===== config.mk =====
export PLATFORM = sky130hd
export DESIGN_NAME = lsc_core
export DESIGN_NICKNAME = d
export VERILOG_FILES = /design/src/lsc_pkg.sv /design/src/lsc_conv.sv /design/src/lsc_core.sv
export VERILOG_INCLUDE_DIRS = /design/src
export SDC_FILE = /design/constraint.sdc
export NUM_CORES = 1
export LEC_CHECK = 0
export BUFFER_PORTS_ARGS = -buffer_cell sky130_fd_sc_hd__buf_2
export CORE_AREA = 2 2 108 110
export CTS_BUF_LIST = sky130_fd_sc_hd__clkbuf_4 sky130_fd_sc_hd__clkbuf_8
export DETAILED_ROUTE_END_ITERATION = 10
export DIE_AREA = 0 0 110 112
export GPL_TIMING_DRIVEN = 0
export PLACE_DENSITY = 0.81
export SYNTH_ARGS = -nofsm -noshare
export SYNTH_HDL_FRONTEND = slang
export SYNTH_SLANG_ARGS = --single-unit

===== constraint.sdc =====
create_clock -name clk_sys -period 3.4 [get_ports clk_sys]
set_input_delay 0.51 -clock clk_sys [delete_from_list [all_inputs] [get_ports clk_sys]]
set_output_delay 0.51 -clock clk_sys [all_outputs]
set_load 0.01 [all_outputs]

===== src/lsc_regs.svh =====
// Register map, field positions, reset values and timing figures of the light sensor core
`ifndef LSC_REGS_SVH
`define LSC_REGS_SVH

// System clock rate and time bases
`define LSC_CLK_HZ          40000000
`define LSC_TICK_US         1000
`define LSC_TIMEOUT_MS      25

// Register addresses behind the pointer
`define LSC_ADDR_CTRL       4'h0
`define LSC_ADDR_CFG        4'h1
`define LSC_ADDR_CNT_LO     4'h4
`define LSC_ADDR_CNT_HI     4'h5
`define LSC_ADDR_ID         4'hA
`define LSC_PTR_JUMP_FROM   4'h0
`define LSC_PTR_WRAP_FROM   4'hD
`define LSC_PTR_STEP        4'h1

// Pointer byte fields
`define LSC_CMD_SEL_BIT     7
`define LSC_CMD_ADDR_MSB    3

// Control and configuration fields
`define LSC_CTRL_MODE_MSB   1
`define LSC_CFG_BYPASS_BIT  3
`define LSC_CFG_TSEL_MSB    1

// Operating modes and integration select codes
`define LSC_MODE_DOWN       2'h0
`define LSC_MODE_SINGLE     2'h2
`define LSC_MODE_CONT       2'h3
`define LSC_TSEL_RSVD       2'h3
`define LSC_TSEL_FAST       2'h2

// Reset values and base intervals in milliseconds
`define LSC_RESET_BYTE      8'h00
`define LSC_RESET_PTR       4'h0
`define LSC_RESET_COUNT     16'h0000
`define LSC_TINT_BASE_MS    9'h190
`define LSC_PSAVE_BASE_MS   9'h03C

// Serial framing
`define LSC_BITS_PER_BYTE   4'h8
`define LSC_LAST_TX_BIT     4'h7
`define LSC_DEV_ADDR        7'h29

`endif


===== src/lsc_pkg.sv =====
// Types shared by the light sensor core modules
package lsc_pkg;

	// Serial target sequencing
	typedef enum logic [2:0] {
		LSC_BUS_IDLE,
		LSC_BUS_ADDR,
		LSC_BUS_ADDR_ACK,
		LSC_BUS_WR_BYTE,
		LSC_BUS_WR_ACK,
		LSC_BUS_RD_BYTE,
		LSC_BUS_RD_ACK
	} lsc_bus_state_t;

	// Acquisition sequencing
	typedef enum logic [1:0] {
		LSC_CONV_IDLE,
		LSC_CONV_INTEG,
		LSC_CONV_SAVE
	} lsc_conv_state_t;

endpackage : lsc_pkg


===== src/lsc_conv.sv =====
// Acquisition sequencer: integration timing, power-save gaps and result capture
`timescale 1ns/100ps
`include "lsc_regs.svh"

module lsc_conv
	import lsc_pkg::*;
#(
	parameter int TICK_CYCLES = `LSC_CLK_HZ / 1000000 * `LSC_TICK_US
) (
	input  wire logic        clk_sys,
	input  wire logic        rst_n,
	input  wire logic [1:0]  mode,
	input  wire logic [1:0]  tsel,
	input  wire logic        bypass,
	input  wire logic [15:0] fe_result,
	output logic             fe_integrate,
	output logic             conv_done,
	output logic             single_done,
	output logic [15:0]      sample_data
);

	lsc_conv_state_t st_reg, st_next;
	logic [15:0] tick_cnt_reg, tick_cnt_next;
	logic [8:0]  ms_cnt_reg, ms_cnt_next;
	logic [15:0] sample_reg, sample_next;
	logic        done_reg, done_next;
	logic        single_reg, single_next;
	logic        integ_reg, integ_next;
	logic        tick;
	logic        run;
	logic [1:0]  tsel_eff;
	logic [8:0]  tint_ms;
	logic [8:0]  psave_ms;

	// Millisecond time base runs from the system clock, not from the bus
	always_comb begin
		tick        = (tick_cnt_reg == 16'(TICK_CYCLES - 1));
		run         = (mode == `LSC_MODE_SINGLE) || (mode == `LSC_MODE_CONT);
		tsel_eff    = (tsel == `LSC_TSEL_RSVD) ? `LSC_TSEL_FAST : tsel; // Reserved code runs fastest
		tint_ms     = `LSC_TINT_BASE_MS >> tsel_eff;
		psave_ms    = `LSC_PSAVE_BASE_MS >> tsel_eff;
		st_next     = st_reg;
		ms_cnt_next = ms_cnt_reg;
		sample_next = sample_reg;
		done_next   = 1'b0;
		single_next = 1'b0;
		tick_cnt_next = tick ? 16'h0000 : tick_cnt_reg + 16'h0001;
		case (st_reg)
			LSC_CONV_IDLE: begin
				// Hold the prescaler so the first millisecond is a full one
				tick_cnt_next = 16'h0000;
				ms_cnt_next   = 9'h000;
				// A finished single shot waits here until its mode has cleared
				if (run && !single_reg) begin
					st_next = LSC_CONV_INTEG;
				end
			end
			LSC_CONV_INTEG: begin
				if (!run) begin
					st_next = LSC_CONV_IDLE;
				end else if (tick) begin
					if (ms_cnt_reg == tint_ms - 9'h001) begin
						sample_next = fe_result;
						done_next   = 1'b1;
						ms_cnt_next = 9'h000;
						if (mode == `LSC_MODE_SINGLE) begin
							single_next = 1'b1;
							st_next     = LSC_CONV_IDLE;
						end else if (bypass) begin
							st_next = LSC_CONV_INTEG;
						end else begin
							st_next = LSC_CONV_SAVE;
						end
					end else begin
						ms_cnt_next = ms_cnt_reg + 9'h001;
					end
				end
			end
			LSC_CONV_SAVE: begin
				if (mode != `LSC_MODE_CONT) begin
					st_next = LSC_CONV_IDLE;
				end else if (tick) begin
					if (ms_cnt_reg == psave_ms - 9'h001) begin
						ms_cnt_next = 9'h000;
						st_next     = LSC_CONV_INTEG;
					end else begin
						ms_cnt_next = ms_cnt_reg + 9'h001;
					end
				end
			end
			default: begin
				st_next = LSC_CONV_IDLE;
			end
		endcase
		integ_next = (st_next == LSC_CONV_INTEG);
	end

	// Sequencer registers
	always_ff @(posedge clk_sys or negedge rst_n) begin
		if (!rst_n) begin
			st_reg       <= LSC_CONV_IDLE;
			tick_cnt_reg <= 16'h0000;
			ms_cnt_reg   <= 9'h000;
			sample_reg   <= `LSC_RESET_COUNT;
			done_reg     <= 1'b0;
			single_reg   <= 1'b0;
			integ_reg    <= 1'b0;
		end else begin
			st_reg       <= st_next;
			tick_cnt_reg <= tick_cnt_next;
			ms_cnt_reg   <= ms_cnt_next;
			sample_reg   <= sample_next;
			done_reg     <= done_next;
			single_reg   <= single_next;
			integ_reg    <= integ_next;
		end
	end

	assign fe_integrate = integ_reg;
	assign conv_done    = done_reg;
	assign single_done  = single_reg;
	assign sample_data  = sample_reg;

endmodule : lsc_conv


===== src/lsc_core.sv =====
// Light sensor digital core: serial target, pointer, register file and count buffering
`timescale 1ns/100ps
`include "lsc_regs.svh"

module lsc_core
	import lsc_pkg::*;
#(
	parameter logic [6:0] DEV_ADDR       = `LSC_DEV_ADDR,
	parameter logic [3:0] PART_ID        = 4'h5, // Arbitrary value
	parameter int         TICK_CYCLES    = `LSC_CLK_HZ / 1000000 * `LSC_TICK_US,
	parameter int         TIMEOUT_CYCLES = `LSC_CLK_HZ / 1000 * `LSC_TIMEOUT_MS
) (
	input  wire logic        clk_sys,
	input  wire logic        rst_n,
	input  wire logic        scl_in,
	input  wire logic        sda_in,
	output logic             sda_out,
	output logic             sda_oe,
	input  wire logic [15:0] fe_result,
	output logic             fe_integrate
);

	logic scl_meta, scl_sync, scl_prev;
	logic sda_meta, sda_sync, sda_prev;
	logic scl_rise, scl_fall, bus_start, bus_stop;

	lsc_bus_state_t bst_reg, bst_next;
	logic [3:0]  cnt_reg, cnt_next;
	logic [7:0]  shift_reg, shift_next;
	logic [7:0]  tx_reg, tx_next;
	logic        oe_reg, oe_next;
	logic        rw_reg, rw_next;
	logic        ack_reg, ack_next;
	logic        first_reg, first_next;
	logic [3:0]  ptr_reg, ptr_next;
	logic        wr_en;
	logic [7:0]  rd_byte;

	logic [1:0]  mode_reg, mode_next;
	logic [1:0]  tsel_reg, tsel_next;
	logic        bypass_reg, bypass_next;
	logic [15:0] count_reg, count_next;
	logic [15:0] pend_reg, pend_next;
	logic        pend_valid_reg, pend_valid_next;
	logic        busy_reg, busy_next;

	logic [19:0] to_cnt_reg, to_cnt_next;
	logic        timeout;

	logic        conv_done, single_done;
	logic [15:0] sample_data;

	// Read pointer advance jumps from CTRL straight to ID and wraps from 0xD back to CTRL
	function automatic logic [3:0] lsc_ptr_adv(input logic [3:0] p);
		if (p == `LSC_PTR_JUMP_FROM) begin
			lsc_ptr_adv = `LSC_ADDR_ID;
		end else if (p == `LSC_PTR_WRAP_FROM) begin
			lsc_ptr_adv = `LSC_PTR_JUMP_FROM;
		end else begin
			lsc_ptr_adv = p + `LSC_PTR_STEP;
		end
	endfunction : lsc_ptr_adv

	// Two-flop synchronisers, then one more stage for edge detection
	always_ff @(posedge clk_sys or negedge rst_n) begin
		if (!rst_n) begin
			scl_meta <= 1'b1;
			scl_sync <= 1'b1;
			scl_prev <= 1'b1;
			sda_meta <= 1'b1;
			sda_sync <= 1'b1;
			sda_prev <= 1'b1;
		end else begin
			scl_meta <= scl_in;
			scl_sync <= scl_meta;
			scl_prev <= scl_sync;
			sda_meta <= sda_in;
			sda_sync <= sda_meta;
			sda_prev <= sda_sync;
		end
	end

	// Bus conditions seen on the synchronised lines
	assign scl_rise  = scl_sync & ~scl_prev;
	assign scl_fall  = ~scl_sync & scl_prev;
	assign bus_start = scl_sync & scl_prev & sda_prev & ~sda_sync;
	assign bus_stop  = scl_sync & scl_prev & ~sda_prev & sda_sync;

	// Unimplemented addresses read as zero; reserved bits read as zero
	always_comb begin
		case (ptr_reg)
			`LSC_ADDR_CTRL:   rd_byte = {6'h00, mode_reg};
			`LSC_ADDR_CFG:    rd_byte = {4'h0, bypass_reg, 1'b0, tsel_reg};
			`LSC_ADDR_CNT_LO: rd_byte = count_reg[7:0];
			`LSC_ADDR_CNT_HI: rd_byte = count_reg[15:8];
			`LSC_ADDR_ID:     rd_byte = {PART_ID, 4'h0};
			default:          rd_byte = `LSC_RESET_BYTE;
		endcase
	end

	// Bus-low timeout counter; saturates so the interface stays idle while stuck
	always_comb begin
		timeout = (to_cnt_reg == 20'(TIMEOUT_CYCLES - 1));
		if (scl_sync && sda_sync) begin
			to_cnt_next = 20'h00000;
		end else if (timeout) begin
			to_cnt_next = to_cnt_reg;
		end else begin
			to_cnt_next = to_cnt_reg + 20'h00001;
		end
	end

	always_ff @(posedge clk_sys or negedge rst_n) begin
		if (!rst_n) begin
			to_cnt_reg <= 20'h00000;
		end else begin
			to_cnt_reg <= to_cnt_next;
		end
	end

	// Serial target: bits sampled on SCL rise, SDA changed only after SCL fall
	always_comb begin
		bst_next   = bst_reg;
		cnt_next   = cnt_reg;
		shift_next = shift_reg;
		tx_next    = tx_reg;
		oe_next    = oe_reg;
		rw_next    = rw_reg;
		ack_next   = ack_reg;
		first_next = first_reg;
		ptr_next   = ptr_reg;
		wr_en      = 1'b0;
		if (timeout) begin
			bst_next = LSC_BUS_IDLE;
			oe_next  = 1'b0;
		end else if (bus_start) begin
			bst_next = LSC_BUS_ADDR;
			cnt_next = 4'h0;
			oe_next  = 1'b0;
		end else if (bus_stop) begin
			bst_next = LSC_BUS_IDLE;
			oe_next  = 1'b0;
		end else begin
			case (bst_reg)
				LSC_BUS_IDLE: begin
					oe_next = 1'b0;
				end
				LSC_BUS_ADDR: begin
					if (scl_rise) begin
						shift_next = {shift_reg[6:0], sda_sync};
						cnt_next   = cnt_reg + 4'h1;
					end else if (scl_fall && cnt_reg == `LSC_BITS_PER_BYTE) begin
						cnt_next = 4'h0;
						if (shift_reg[7:1] == DEV_ADDR) begin
							bst_next = LSC_BUS_ADDR_ACK;
							oe_next  = 1'b1;
							rw_next  = shift_reg[0];
						end else begin
							bst_next = LSC_BUS_IDLE;
						end
					end
				end
				LSC_BUS_ADDR_ACK: begin
					if (scl_fall) begin
						cnt_next = 4'h0;
						if (rw_reg) begin
							tx_next  = rd_byte;
							oe_next  = ~rd_byte[7];
							ptr_next = lsc_ptr_adv(ptr_reg);
							bst_next = LSC_BUS_RD_BYTE;
						end else begin
							oe_next    = 1'b0;
							first_next = 1'b1;
							bst_next   = LSC_BUS_WR_BYTE;
						end
					end
				end
				LSC_BUS_WR_BYTE: begin
					if (scl_rise) begin
						shift_next = {shift_reg[6:0], sda_sync};
						cnt_next   = cnt_reg + 4'h1;
					end else if (scl_fall && cnt_reg == `LSC_BITS_PER_BYTE) begin
						oe_next    = 1'b1;
						first_next = 1'b0;
						bst_next   = LSC_BUS_WR_ACK;
						if (first_reg && shift_reg[`LSC_CMD_SEL_BIT]) begin
							ptr_next = shift_reg[`LSC_CMD_ADDR_MSB:0];
						end else begin
							wr_en    = 1'b1;
							ptr_next = ptr_reg + `LSC_PTR_STEP;
						end
					end
				end
				LSC_BUS_WR_ACK: begin
					if (scl_fall) begin
						oe_next  = 1'b0;
						cnt_next = 4'h0;
						bst_next = LSC_BUS_WR_BYTE;
					end
				end
				LSC_BUS_RD_BYTE: begin
					if (scl_fall) begin
						if (cnt_reg == `LSC_LAST_TX_BIT) begin
							oe_next  = 1'b0;
							bst_next = LSC_BUS_RD_ACK;
						end else begin
							tx_next  = {tx_reg[6:0], 1'b0};
							oe_next  = ~tx_reg[6];
							cnt_next = cnt_reg + 4'h1;
						end
					end
				end
				LSC_BUS_RD_ACK: begin
					if (scl_rise) begin
						ack_next = ~sda_sync;
					end else if (scl_fall) begin
						cnt_next = 4'h0;
						if (ack_reg) begin
							tx_next  = rd_byte;
							oe_next  = ~rd_byte[7];
							ptr_next = lsc_ptr_adv(ptr_reg);
							bst_next = LSC_BUS_RD_BYTE;
						end else begin
							bst_next = LSC_BUS_IDLE;
						end
					end
				end
				default: begin
					bst_next = LSC_BUS_IDLE;
					oe_next  = 1'b0;
				end
			endcase
		end
	end

	always_ff @(posedge clk_sys or negedge rst_n) begin
		if (!rst_n) begin
			bst_reg   <= LSC_BUS_IDLE;
			cnt_reg   <= 4'h0;
			shift_reg <= `LSC_RESET_BYTE;
			tx_reg    <= `LSC_RESET_BYTE;
			oe_reg    <= 1'b0;
			rw_reg    <= 1'b0;
			ack_reg   <= 1'b0;
			first_reg <= 1'b0;
			ptr_reg   <= `LSC_RESET_PTR;
		end else begin
			bst_reg   <= bst_next;
			cnt_reg   <= cnt_next;
			shift_reg <= shift_next;
			tx_reg    <= tx_next;
			oe_reg    <= oe_next;
			rw_reg    <= rw_next;
			ack_reg   <= ack_next;
			first_reg <= first_next;
			ptr_reg   <= ptr_next;
		end
	end

	// Register file and double-buffered count
	always_comb begin
		mode_next       = mode_reg;
		tsel_next       = tsel_reg;
		bypass_next     = bypass_reg;
		count_next      = count_reg;
		pend_next       = pend_reg;
		pend_valid_next = pend_valid_reg;
		busy_next       = busy_reg;
		// A host write wins over the self-clear of single mode
		if (wr_en && ptr_reg == `LSC_ADDR_CTRL) begin
			mode_next = shift_reg[`LSC_CTRL_MODE_MSB:0];
		end else if (single_done) begin
			mode_next = `LSC_MODE_DOWN;
		end
		if (wr_en && ptr_reg == `LSC_ADDR_CFG) begin
			tsel_next   = shift_reg[`LSC_CFG_TSEL_MSB:0];
			bypass_next = shift_reg[`LSC_CFG_BYPASS_BIT];
		end
		if (bus_start) begin
			busy_next = 1'b1;
		end else if (bus_stop || timeout) begin
			busy_next = 1'b0;
		end
		// Copy only between transactions, so a pair read in one transfer is coherent
		if (pend_valid_reg && !busy_reg) begin
			count_next      = pend_reg;
			pend_valid_next = 1'b0;
		end
		if (conv_done) begin
			pend_next       = sample_data;
			pend_valid_next = 1'b1;
		end
	end

	always_ff @(posedge clk_sys or negedge rst_n) begin
		if (!rst_n) begin
			mode_reg       <= `LSC_MODE_DOWN;
			tsel_reg       <= 2'h0;
			bypass_reg     <= 1'b0;
			count_reg      <= `LSC_RESET_COUNT;
			pend_reg       <= `LSC_RESET_COUNT;
			pend_valid_reg <= 1'b0;
			busy_reg       <= 1'b0;
		end else begin
			mode_reg       <= mode_next;
			tsel_reg       <= tsel_next;
			bypass_reg     <= bypass_next;
			count_reg      <= count_next;
			pend_reg       <= pend_next;
			pend_valid_reg <= pend_valid_next;
			busy_reg       <= busy_next;
		end
	end

	// Acquisition sequencer
	lsc_conv #(
		.TICK_CYCLES (TICK_CYCLES)
	) u_conv (
		.clk_sys      (clk_sys),
		.rst_n        (rst_n),
		.mode         (mode_reg),
		.tsel         (tsel_reg),
		.bypass       (bypass_reg),
		.fe_result    (fe_result),
		.fe_integrate (fe_integrate),
		.conv_done    (conv_done),
		.single_done  (single_done),
		.sample_data  (sample_data)
	);

	// Open-drain: only ever pull low
	assign sda_out = 1'b0;
	assign sda_oe  = oe_reg;

endmodule : lsc_core


## After elaboration in Yosys (flattened, before gate mapping)

Cells that the tools add are included.

| storage, ports and cells | value |
|---|---|
| bits in registers | 141 |
| input port bits | 20 |
| output and inout bits | 3 |

| cells by class | value |
|---|---|
| add/sub/neg operators | 7 |
| equality and inequality tests | 59 |
| bitwise logic cells | 17 |
| multiplexer cells | 113 |
| shifts and indexed selects | 2 |
| reduce and logical (&&, ||, !) cells | 35 |

Operators with widths:

| cell | number |
|---|---|
| 4-bit 2-to-1 mux | 19 |
| 5-bit != test (second input constant) | 12 |
| 9-bit 2-to-1 mux | 6 |
| 7-bit 2-to-1 mux | 7 |
| 3-bit 2-to-1 mux | 15 |
| 11-bit AND reduction | 4 |
| 1-bit 2-to-1 mux | 40 |
| 20-bit 2-to-1 mux | 2 |
| 8-bit case mux with 5 select lines | 1 |
| 16-bit 2-to-1 mux | 2 |
| 9-bit case mux with 3 select lines | 1 |
| 2-bit 2-to-1 mux | 13 |
| 2-bit != test (second input constant) | 13 |
| 3-bit case mux with 7 select lines | 1 |
| 7-bit case mux with 3 select lines | 1 |
| 20-bit by 1-bit adder with 20-bit output (second input constant) | 1 |
| 20-bit equality test (second input constant) | 1 |
| 4-bit case mux with 5 select lines | 1 |
| 9-bit equality test | 2 |
| 9-bit by 1-bit subtractor with 9-bit output (second input constant) | 2 |
| 16-bit by 1-bit adder with 16-bit output (second input constant) | 1 |
| 16-bit equality test (second input constant) | 1 |
| 8-bit AND reduction | 2 |
| 5-bit AND reduction | 3 |
| other kinds (34) | 82 |

## Longest topological paths before layout

Gate-level depths: netlist (run 1).

| depth | value |
|---|---|
| depth after elaboration | 11 |
| depth in mapped cells | 9 |
| gate-level depth less buffers | 8 |

## Hierarchy

Synthesis (run 1) repeated with hierarchy kept, for this count alone.

| unflattened totals | value |
|---|---|
| cell total of the unflattened synthesis | 665 |
| area, all modules | 7,390.8 um2 |

By module, submodules not included:

| module | times used | area an instance (um2) | cells an instance |
|---|---|---|---|
| lsc_core | 1 | 4,947.2 | 445 |
| lsc_conv | 1 | 2,443.6 | 220 |

## Worst setup path before layout (run 1)

Ideal clock, no wire load.

| timing | value |
|---|---|
| path kind | flip-flop to flip-flop |
| start | reg to_cnt_reg[0] |
| end | reg cnt_reg[3] |
| buffers on the path | 1 |
| data required time | 3.320 ns |
| period minus slack after synthesis | 2.358 ns |
| data arrival time | 2.278 ns |
| slack | 1.042 ns |
| stages on the path, launching flop included | 9 |
| cell sequence | dfrtp_1 > ha_1 > and3_1 > nand3_1 > nor4_2 > or4b_1 > buf_2 > or4_1 > o211ai_2 |

| on the way | value |
|---|---|
| cells in the longest elaborated chain, start to end | 3 |

Ends and longest elaborated chain:

| item | RTL line | RTL |
|---|---|---|
| start: declaration | lsc_core.sv:47 | `logic [19:0] to_cnt_reg, to_cnt_next;` |
| start signal: assignment | lsc_core.sv:117 | `to_cnt_reg <= to_cnt_next;` |
| 20-bit equality test | lsc_core.sv:103 | `timeout = (to_cnt_reg == 20'(TIMEOUT_CYCLES - 1));` |
| 1-bit NOT (no line) | n/a |  |
| 8-bit AND reduction (no line) | n/a |  |
| end signal: assignment | lsc_core.sv:249 | `cnt_reg <= cnt_next;` |
| end: declaration | lsc_core.sv:28 | `logic [3:0] cnt_reg, cnt_next;` |

No other way between the ends.
A chain may end at the register's enable or synchronous reset.

## Final worst setup path (run 1)

| timing | value |
|---|---|
| start | reg u_conv.tick_cnt_reg[0] |
| end | reg u_conv.sample_reg[11], in the netlist u_conv.sample_data[11] |

| on the way | value |
|---|---|
| cells in the longest elaborated chain, start to end | 2 |

Ends and longest elaborated chain:

| item | RTL line | RTL |
|---|---|---|
| start: declaration | lsc_conv.sv:23 | `logic [15:0] tick_cnt_reg, tick_cnt_next;` |
| start signal: assignment | lsc_conv.sv:110 | `tick_cnt_reg <= tick_cnt_next;` |
| 16-bit equality test | lsc_conv.sv:37 | `tick = (tick_cnt_reg == 16'(TICK_CYCLES - 1));` |
| 4-bit AND reduction (no line) | n/a |  |
| end signal: assignment | lsc_conv.sv:104 | `` sample_reg <= `LSC_RESET_COUNT; `` |
| end signal: assignment | lsc_conv.sv:112 | `sample_reg <= sample_next;` |
| end: declaration | lsc_conv.sv:25 | `logic [15:0] sample_reg, sample_next;` |

No other way between the ends.

==> results of run 1 <==
cell usage in the layout (no fill, tap or decap), drive strengths merged, types with 15 or more instances in the layout:
master and instances:
mux2 65, inv 21, nand3 26, nand2 46
xor2 18, dfrtp 135, clkbuf 34, nor2b 15
buf 33, a21oi 26, o21ai 26, nor2 69
stage by stage:
stage | setup TNS, ns | cells | total power, mW | instance area [sq um]
global route | 0 | 853 | 3.79 | 7710
CTS | 0 | 853 | 3.64 | 7710
floorplan | 0 | 656 | 2.17 | 7000
global placement | -2.26 | 820 | 2.29 | 7280
detailed placement | 0 | 821 | 2.33 | 7320
finish | 0 | 853 | 3.61 | 7710
synthesized netlist by cell type, types with 13 or more instances:
master	n	share of area, %
o21ai_0	21	1.5
nand2_1	46	2.5
a21oi_1	26	1.9
nand3_1	25	1.8
xor2_1	18	2.3
mux2_2	44	7.1
nor2b_1	15	1.3
mux2_1	21	3.4
nor2_1	69	3.7
clkbuf_1	13	0.70
ha_1	13	2.3
dfrtp_1	135	48
inv_1	19	1.0
power breakdown:
| group | internal (mW) | total [mW] | switching (mW) |
|---|---|---|---|
| logic | 0.175 | 0.433 | 0.259 |
| registers | 1.76 | 1.87 | 0.105 |
| clock network | 0.651 | 1.31 | 0.660 |
path summary, 6_finish.rpt:
kind / from / endpoint / slack, ns / cells past startpoint
worst max-delay path: u_conv.tick_cnt_reg[0]$_DFF_PN0_ / u_conv.sample_data[11]$_DFFE_PN0P_ / 0.67 / 8
worst min-delay path: rst_n / u_conv.tick_cnt_reg[2]$_DFF_PN0_ / 0.04 / 1
worst max register to register: u_conv.tick_cnt_reg[0]$_DFF_PN0_ / u_conv.sample_data[11]$_DFFE_PN0P_ / 0.67 / 8
worst min register to register: sda_meta$_DFF_PN1_ / sda_sync$_DFF_PN1_ / 0.36 / 0
max in group asynchronous: rst_n / scl_meta$_DFF_PN1_ / 2.55 / 2
min in group clk_sys: sda_in / sda_meta$_DFF_PN1_ / 0.15 / 1
critical path, delay by kind of cell (launching register included):
kind / cells / cell delay (ns)
fa+ha+maj: 1 / 0.25
buf+inv: 2 / 0.50
flops: 1 / 0.42
mux: 1 / 0.34
simple gates: 4 / 1.11
kinds of logic after synthesis:
group | Yosys count | share of synthesized area [%]
compound gates | 110 | 10.3
xor+xnor | 30 | 3.75
fa+ha+maj | 13 | 2.32
buf+inv | 43 | 2.56
flops | 141 | 50.5
mux | 75 | 11.9
other cells | 1 | 0.0536
simple gates | 243 | 18.6
final cells by class:
| type | count | area (sq um) |
|---|---|---|
| flip-flops and latches | 141 | 3540 |
| plain buffers | 24 | 108 |
| clock buffers | 21 | 283 |
| repair buffers | 22 | 139 |
| fillers | 811 | 3460 |
| multi-input cells | 472 | 3280 |
| inverters | 19 | 71.3 |
| well taps | 143 | 179 |
| clock inverters | 11 | 110 |
layer usage:
metal / up-vias / part of all wire [%]
met5: - / 0
met4: 0 / 1.7
met3: 24 / 4.1
met2: 138 / 50
met1: 2516 / 44
li1: 2437 / -
==> impl_metrics.py, run 1 <==
metrics = {
    "sta": {
        "hold_viol_final": 0,
        "rsz0062_at_grt": "false",
        "fin_crit_ns": 2.73,
        "worst_pin_slew_ns": 0.715,
        "worst_slack_ns": 0.666,
        "relSlewSlack_pct": 52.0,
        "max_freq_mhz": 366,
        "post-route-period-util_pct": 80.4,
        "holdWs_ns": 0.0364,
        "slew_violations": 0,
        "final-setup-viol-count": 0,
        "skew_ns": 0.0106,
    },
    "route": {
        "first_pass_iters": 5,
        "drt_iter0_markers": 338,
        "routedWlPerCell_um": 16.5,
        "drc": 0,
        "antenna_left": 0,
        "via_per_inst": 6.00,
        "routed_wl_um": 14100,
        "vias": 5115,
    },
    "cts": {
        "cts.sinks": 141,
        "cts.clk_slew.worst_paths_ns": 0.08,
        "ctsHoldBuffers": 0,
        "ctsResizeCount": 0,
        "cts_setup_buffers": 0,
        "cts_root_buf": "clkbuf_8",
        "h-tree-depth": 4,
        "cts_max_path_buffers": 2,
        "insertion_delay_ns": 0.45,
        "numCtsBuffers": 17,
        "cts_tree": "done",
    },
    "job": {
        "cap_violations": 0,
    },
    "die": {
        "io_pins": 23,
        "rows": 39,
        "die_area_sq_um": 12300,
        "fp.dieW_um": 110,
        "initial_core_util_pct": 62.6,
        "fp.coreArea_sq_um": 11200,
        "die_h_um": 112,
    },
    "global_route": {
        "grt_use_met1_pct": 32.8,
        "first_global_vias": 5197,
        "antenna_found_initial": 0,
        "use_met2_pct": 40.7,
        "busiest_layer": "met2",
        "track_usage_pct": 25.4,
        "grt.overflow.total": 0,
        "grt_pass1_wl_um": 24300,
        "grt_max_degree": 82,
        "grtUsageMet3_pct": 6.56,
    },
    "critical_path": {
        "critPathLaunchType": "flop",
        "crit_slowest_cell": "dfrtp_1",
        "slowest_delay_ns": 0.42,
        "cp-end-kind": "flop",
        "cp_max_fo": 10,
        "arrival_ns": 3.07,
        "critPathKind": "reg2reg",
        "crit_required_ns": 3.73,
        "crit_chain": "ha_1, and4_1, and4_1, nor4bb_1, and3_1, buf_2, buf_4, mux2_1",
        "cpMostUsedCell": "and4_1",
    },
    "place": {
        "dp_hpwl_um": 9730,
        "gp_congestion": 0.912,
        "pre_cts_slack_ns": 0.678,
        "portBuffers": 21,
    },
    "synthesis": {
        "ys_seq_area_share_pct": 50.5,
        "synthArstFlopShare_pct": 100,
        "synth_warnings": 0,
        "postSynthAreaPerCell_sq_um": 10.7,
        "synth_edf_count": 0,
        "synth_fp_nets": 689,
        "synth.distinct_cells": 68,
        "syn_inst": 656,
        "netlist_area_sq_um": 7000,
        "ys_ff_latch": 141,
        "synthFlopType": "dfrtp_1",
    },
    "cells_and_area": {
        "final_nets": 730,
        "fin_util_pct": 69.0,
        "diodes": 0,
        "largest_register_ffs": 20,
        "area_growth_pct": 10.2,
        "drive_gt1_share_pct": 16.9,
    },
    "power_and_ir_drop": {
        "leakage_nw": 3.48,
        "powerDensity_nw_per_um2": 469,
        "irDropWorstVdd_uv": 587,
    },
    "status": {
        "status": "complete, no violations",
    },
    "hold_path": {
        "hp-class": "in2async",
    },
}
Power figures use the tool's default switching activity.
==> run 2, diff against run 1 <==
Settings changed: CORE_AREA 2 2 108 110 to 2 2 113 115, DIE_AREA 0 0 110 112 to 0 0 115 117, PLACE_DENSITY 0.81 to 0.77.
Clock period 3.4 ns to 2.5 ns, I/O delays scaled along.
==> run 2 against run 1 <==
Net effect: critical path type unchanged; highest routed layer unchanged; critical endpoint is now cnt_reg[3]$_DFFE_PN0P_; core utilization shrank 5.1 points; clock power increased by 43%; count of clock-buffer cells in the layout unchanged.
==> impl_metrics.py, run 2 (same netlist as run 1, synthesis figures left out) <==
metrics = {
    "status": {
        "status": "complete, no violations",
    },
    "die": {
        "fp.coreArea_sq_um": 12300,
        "rows": 41,
        "fp.dieW_um": 115,
        "die_h_um": 117,
        "die_area_sq_um": 13500,
        "io_pins": 23,
        "initial_core_util_pct": 56.8,
    },
    "place": {
        "dp_hpwl_um": 9620,
        "pre_cts_slack_ns": -0.348,
        "portBuffers": 21,
        "post-place-cells": 828,
        "gp_congestion": 0.898,
    },
    "cts": {
        "h-tree-depth": 4,
        "cts_max_path_buffers": 2,
        "cts_tree": "done",
        "cts_root_buf": "clkbuf_8",
        "insertion_delay_ns": 0.46,
        "numCtsBuffers": 17,
        "cts.sinks": 141,
        "cts.clk_slew.worst_paths_ns": 0.09,
    },
    "hold_path": {
        "hp-class": "in2reg",
        "holdPathStages": 2,
    },
    "route": {
        "drc": 0,
        "antenna_left": 0,
        "drt_iter0_markers": 313,
        "first_pass_iters": 5,
        "routedWlPerCell_um": 16.3,
        "via_per_inst": 5.98,
        "vias": 5181,
        "routed_wl_um": 14100,
    },
    "critical_path": {
        "cp_max_fo": 8,
        "arrival_ns": 2.78,
        "critPathKind": "reg2reg",
        "worst-r2r-cell-count": 8,
        "crit_chain": "ha_1, and3_4, nand3_4, nor4_4, or4b_4, buf_6, or4_1, o211ai_2",
        "slowest_delay_ns": 0.54,
        "critPathLaunchType": "flop",
        "crit_slowest_cell": "or4b_4",
        "crit_required_ns": 2.87,
        "cp-end-kind": "flop",
    },
    "sta": {
        "max_freq_mhz": 415,
        "skew_ns": 0.0171,
        "fin_setup_tns_ns": 0,
        "fin_crit_ns": 2.41,
        "hold_viol_final": 0,
        "worst_slack_ns": 0.0905,
        "final-setup-viol-count": 0,
        "relSlewSlack_pct": 58.6,
        "rsz0062_at_grt": "false",
        "slew_violations": 0,
        "worst_pin_slew_ns": 0.615,
        "post-route-period-util_pct": 96.4,
    },
    "global_route": {
        "grt_pass1_wl_um": 23700,
        "grt.overflow.total": 0,
        "grt_max_degree": 85,
        "first_global_vias": 5044,
        "antenna_found_initial": 0,
        "track_usage_pct": 22.6,
    },
    "cells_and_area": {
        "area_growth_pct": 12.4,
        "drive_gt1_share_pct": 18.7,
        "largest_register_ffs": 20,
        "layout_common_cells": "135 x dfrtp_1, 69 x nor2_1, 46 x nand2_1",
        "fillerInstances": 943,
        "regArea_sq_um": 3540,
        "final_nets": 736,
        "multi_input_area_sq_um": 3350,
        "layout_commonest_cell": "dfrtp_1",
        "diodes": 0,
        "stdcell_count": 866,
    },
    "power_and_ir_drop": {
        "leakage_nw": 3.54,
        "irDropWorstVdd_uv": 464,
        "totalPowerFinal_mw": 5.02,
        "powerDensity_nw_per_um2": 638,
    },
    "job": {
        "cap_violations": 0,
    },
}
run 2: cell count changes in the layout (fill, tap and decap cells not counted), sizes merged:
| cell | change |
|---|---|
| buf | +3 |
| bufinv | +1 |
| clkinv | -3 |
| dlygate4sd3 | +3 |
| inv | +2 |
run 2: path summary, 6_finish.rpt:
check	startpoint	end	slack, ns
max	to_cnt_reg[0]$_DFFE_PN0P_	cnt_reg[3]$_DFFE_PN0P_	0.09
min	fe_result[13]	u_conv.sample_data[13]$_DFFE_PN0P_	0.13
max reg2reg	to_cnt_reg[0]$_DFFE_PN0P_	cnt_reg[3]$_DFFE_PN0P_	0.09
min reg2reg	scl_meta$_DFF_PN1_	scl_sync$_DFF_PN1_	0.35
max in group asynchronous	rst_n	scl_meta$_DFF_PN1_	1.24
min in group asynchronous	rst_n	u_conv.ms_cnt_reg[7]$_DFFE_PN0P_	0.45
run 2: per-stage QoR:
step / instance area (sq um) / util [%] / hold WS (ns)
after global placement: 7290 / 59.2 / 0.346
after CTS: 7800 / 63.3 / 0.106
after floorplan: 7000 / - / 0.0794
final: 7870 / 63.9 / 0.128
after global routing: 7870 / 63.9 / 0.105
after detailed placement: 7330 / 59.5 / 0.348
run 2: final cells by class:
| class | count | share of cell area, % |
|---|---|---|
| inverter | 19 | 0.906 |
| clock buffer | 21 | 3.51 |
| multi-input combinational | 472 | 42.6 |
| sequential | 141 | 44.9 |
| buffer | 23 | 1.43 |
| timing repair buffer | 29 | 2.53 |
| tap | 150 | 2.39 |
| clock inverter | 11 | 1.67 |
run 2: report_power, final:
group          switching (mW)  internal, mW
clock                   0.894         0.973
sequential              0.140          2.40
combinational           0.353         0.263
total                    1.39          3.64
run 2: per-layer routing:
layer / GRT usage [%] / part of all wire, % / vias to the layer above
met2: 38.4 / 51 / 139
li1: - / - / 2447
met1: 28.2 / 43 / 2560
met5: 0 / 0 / -
met3: 4.84 / 3.9 / 35
met4: 9.56 / 2.4 / 0
run 2: critical path: cells and delay by family (launching register included):
kind	cells	cell delay, ns
and+or+nand+nor	5	1.46
buffers and inverters	1	0.15
AOI/OAI and AO/OA	1	0.07
adders and majority gates	1	0.23
DFF	1	0.42
run 2: timing repair:
action / 4_1_cts / 5_1_grt
pin swaps: 0 / 2
gates resized for setup: 7 / 12
endpoints found under the setup margin: 39 / 21
hold endpoints to repair: 59 / 0
buffers inserted: 0 / 4
hold buffers: 3 / 0
gates cloned: 0 / 0
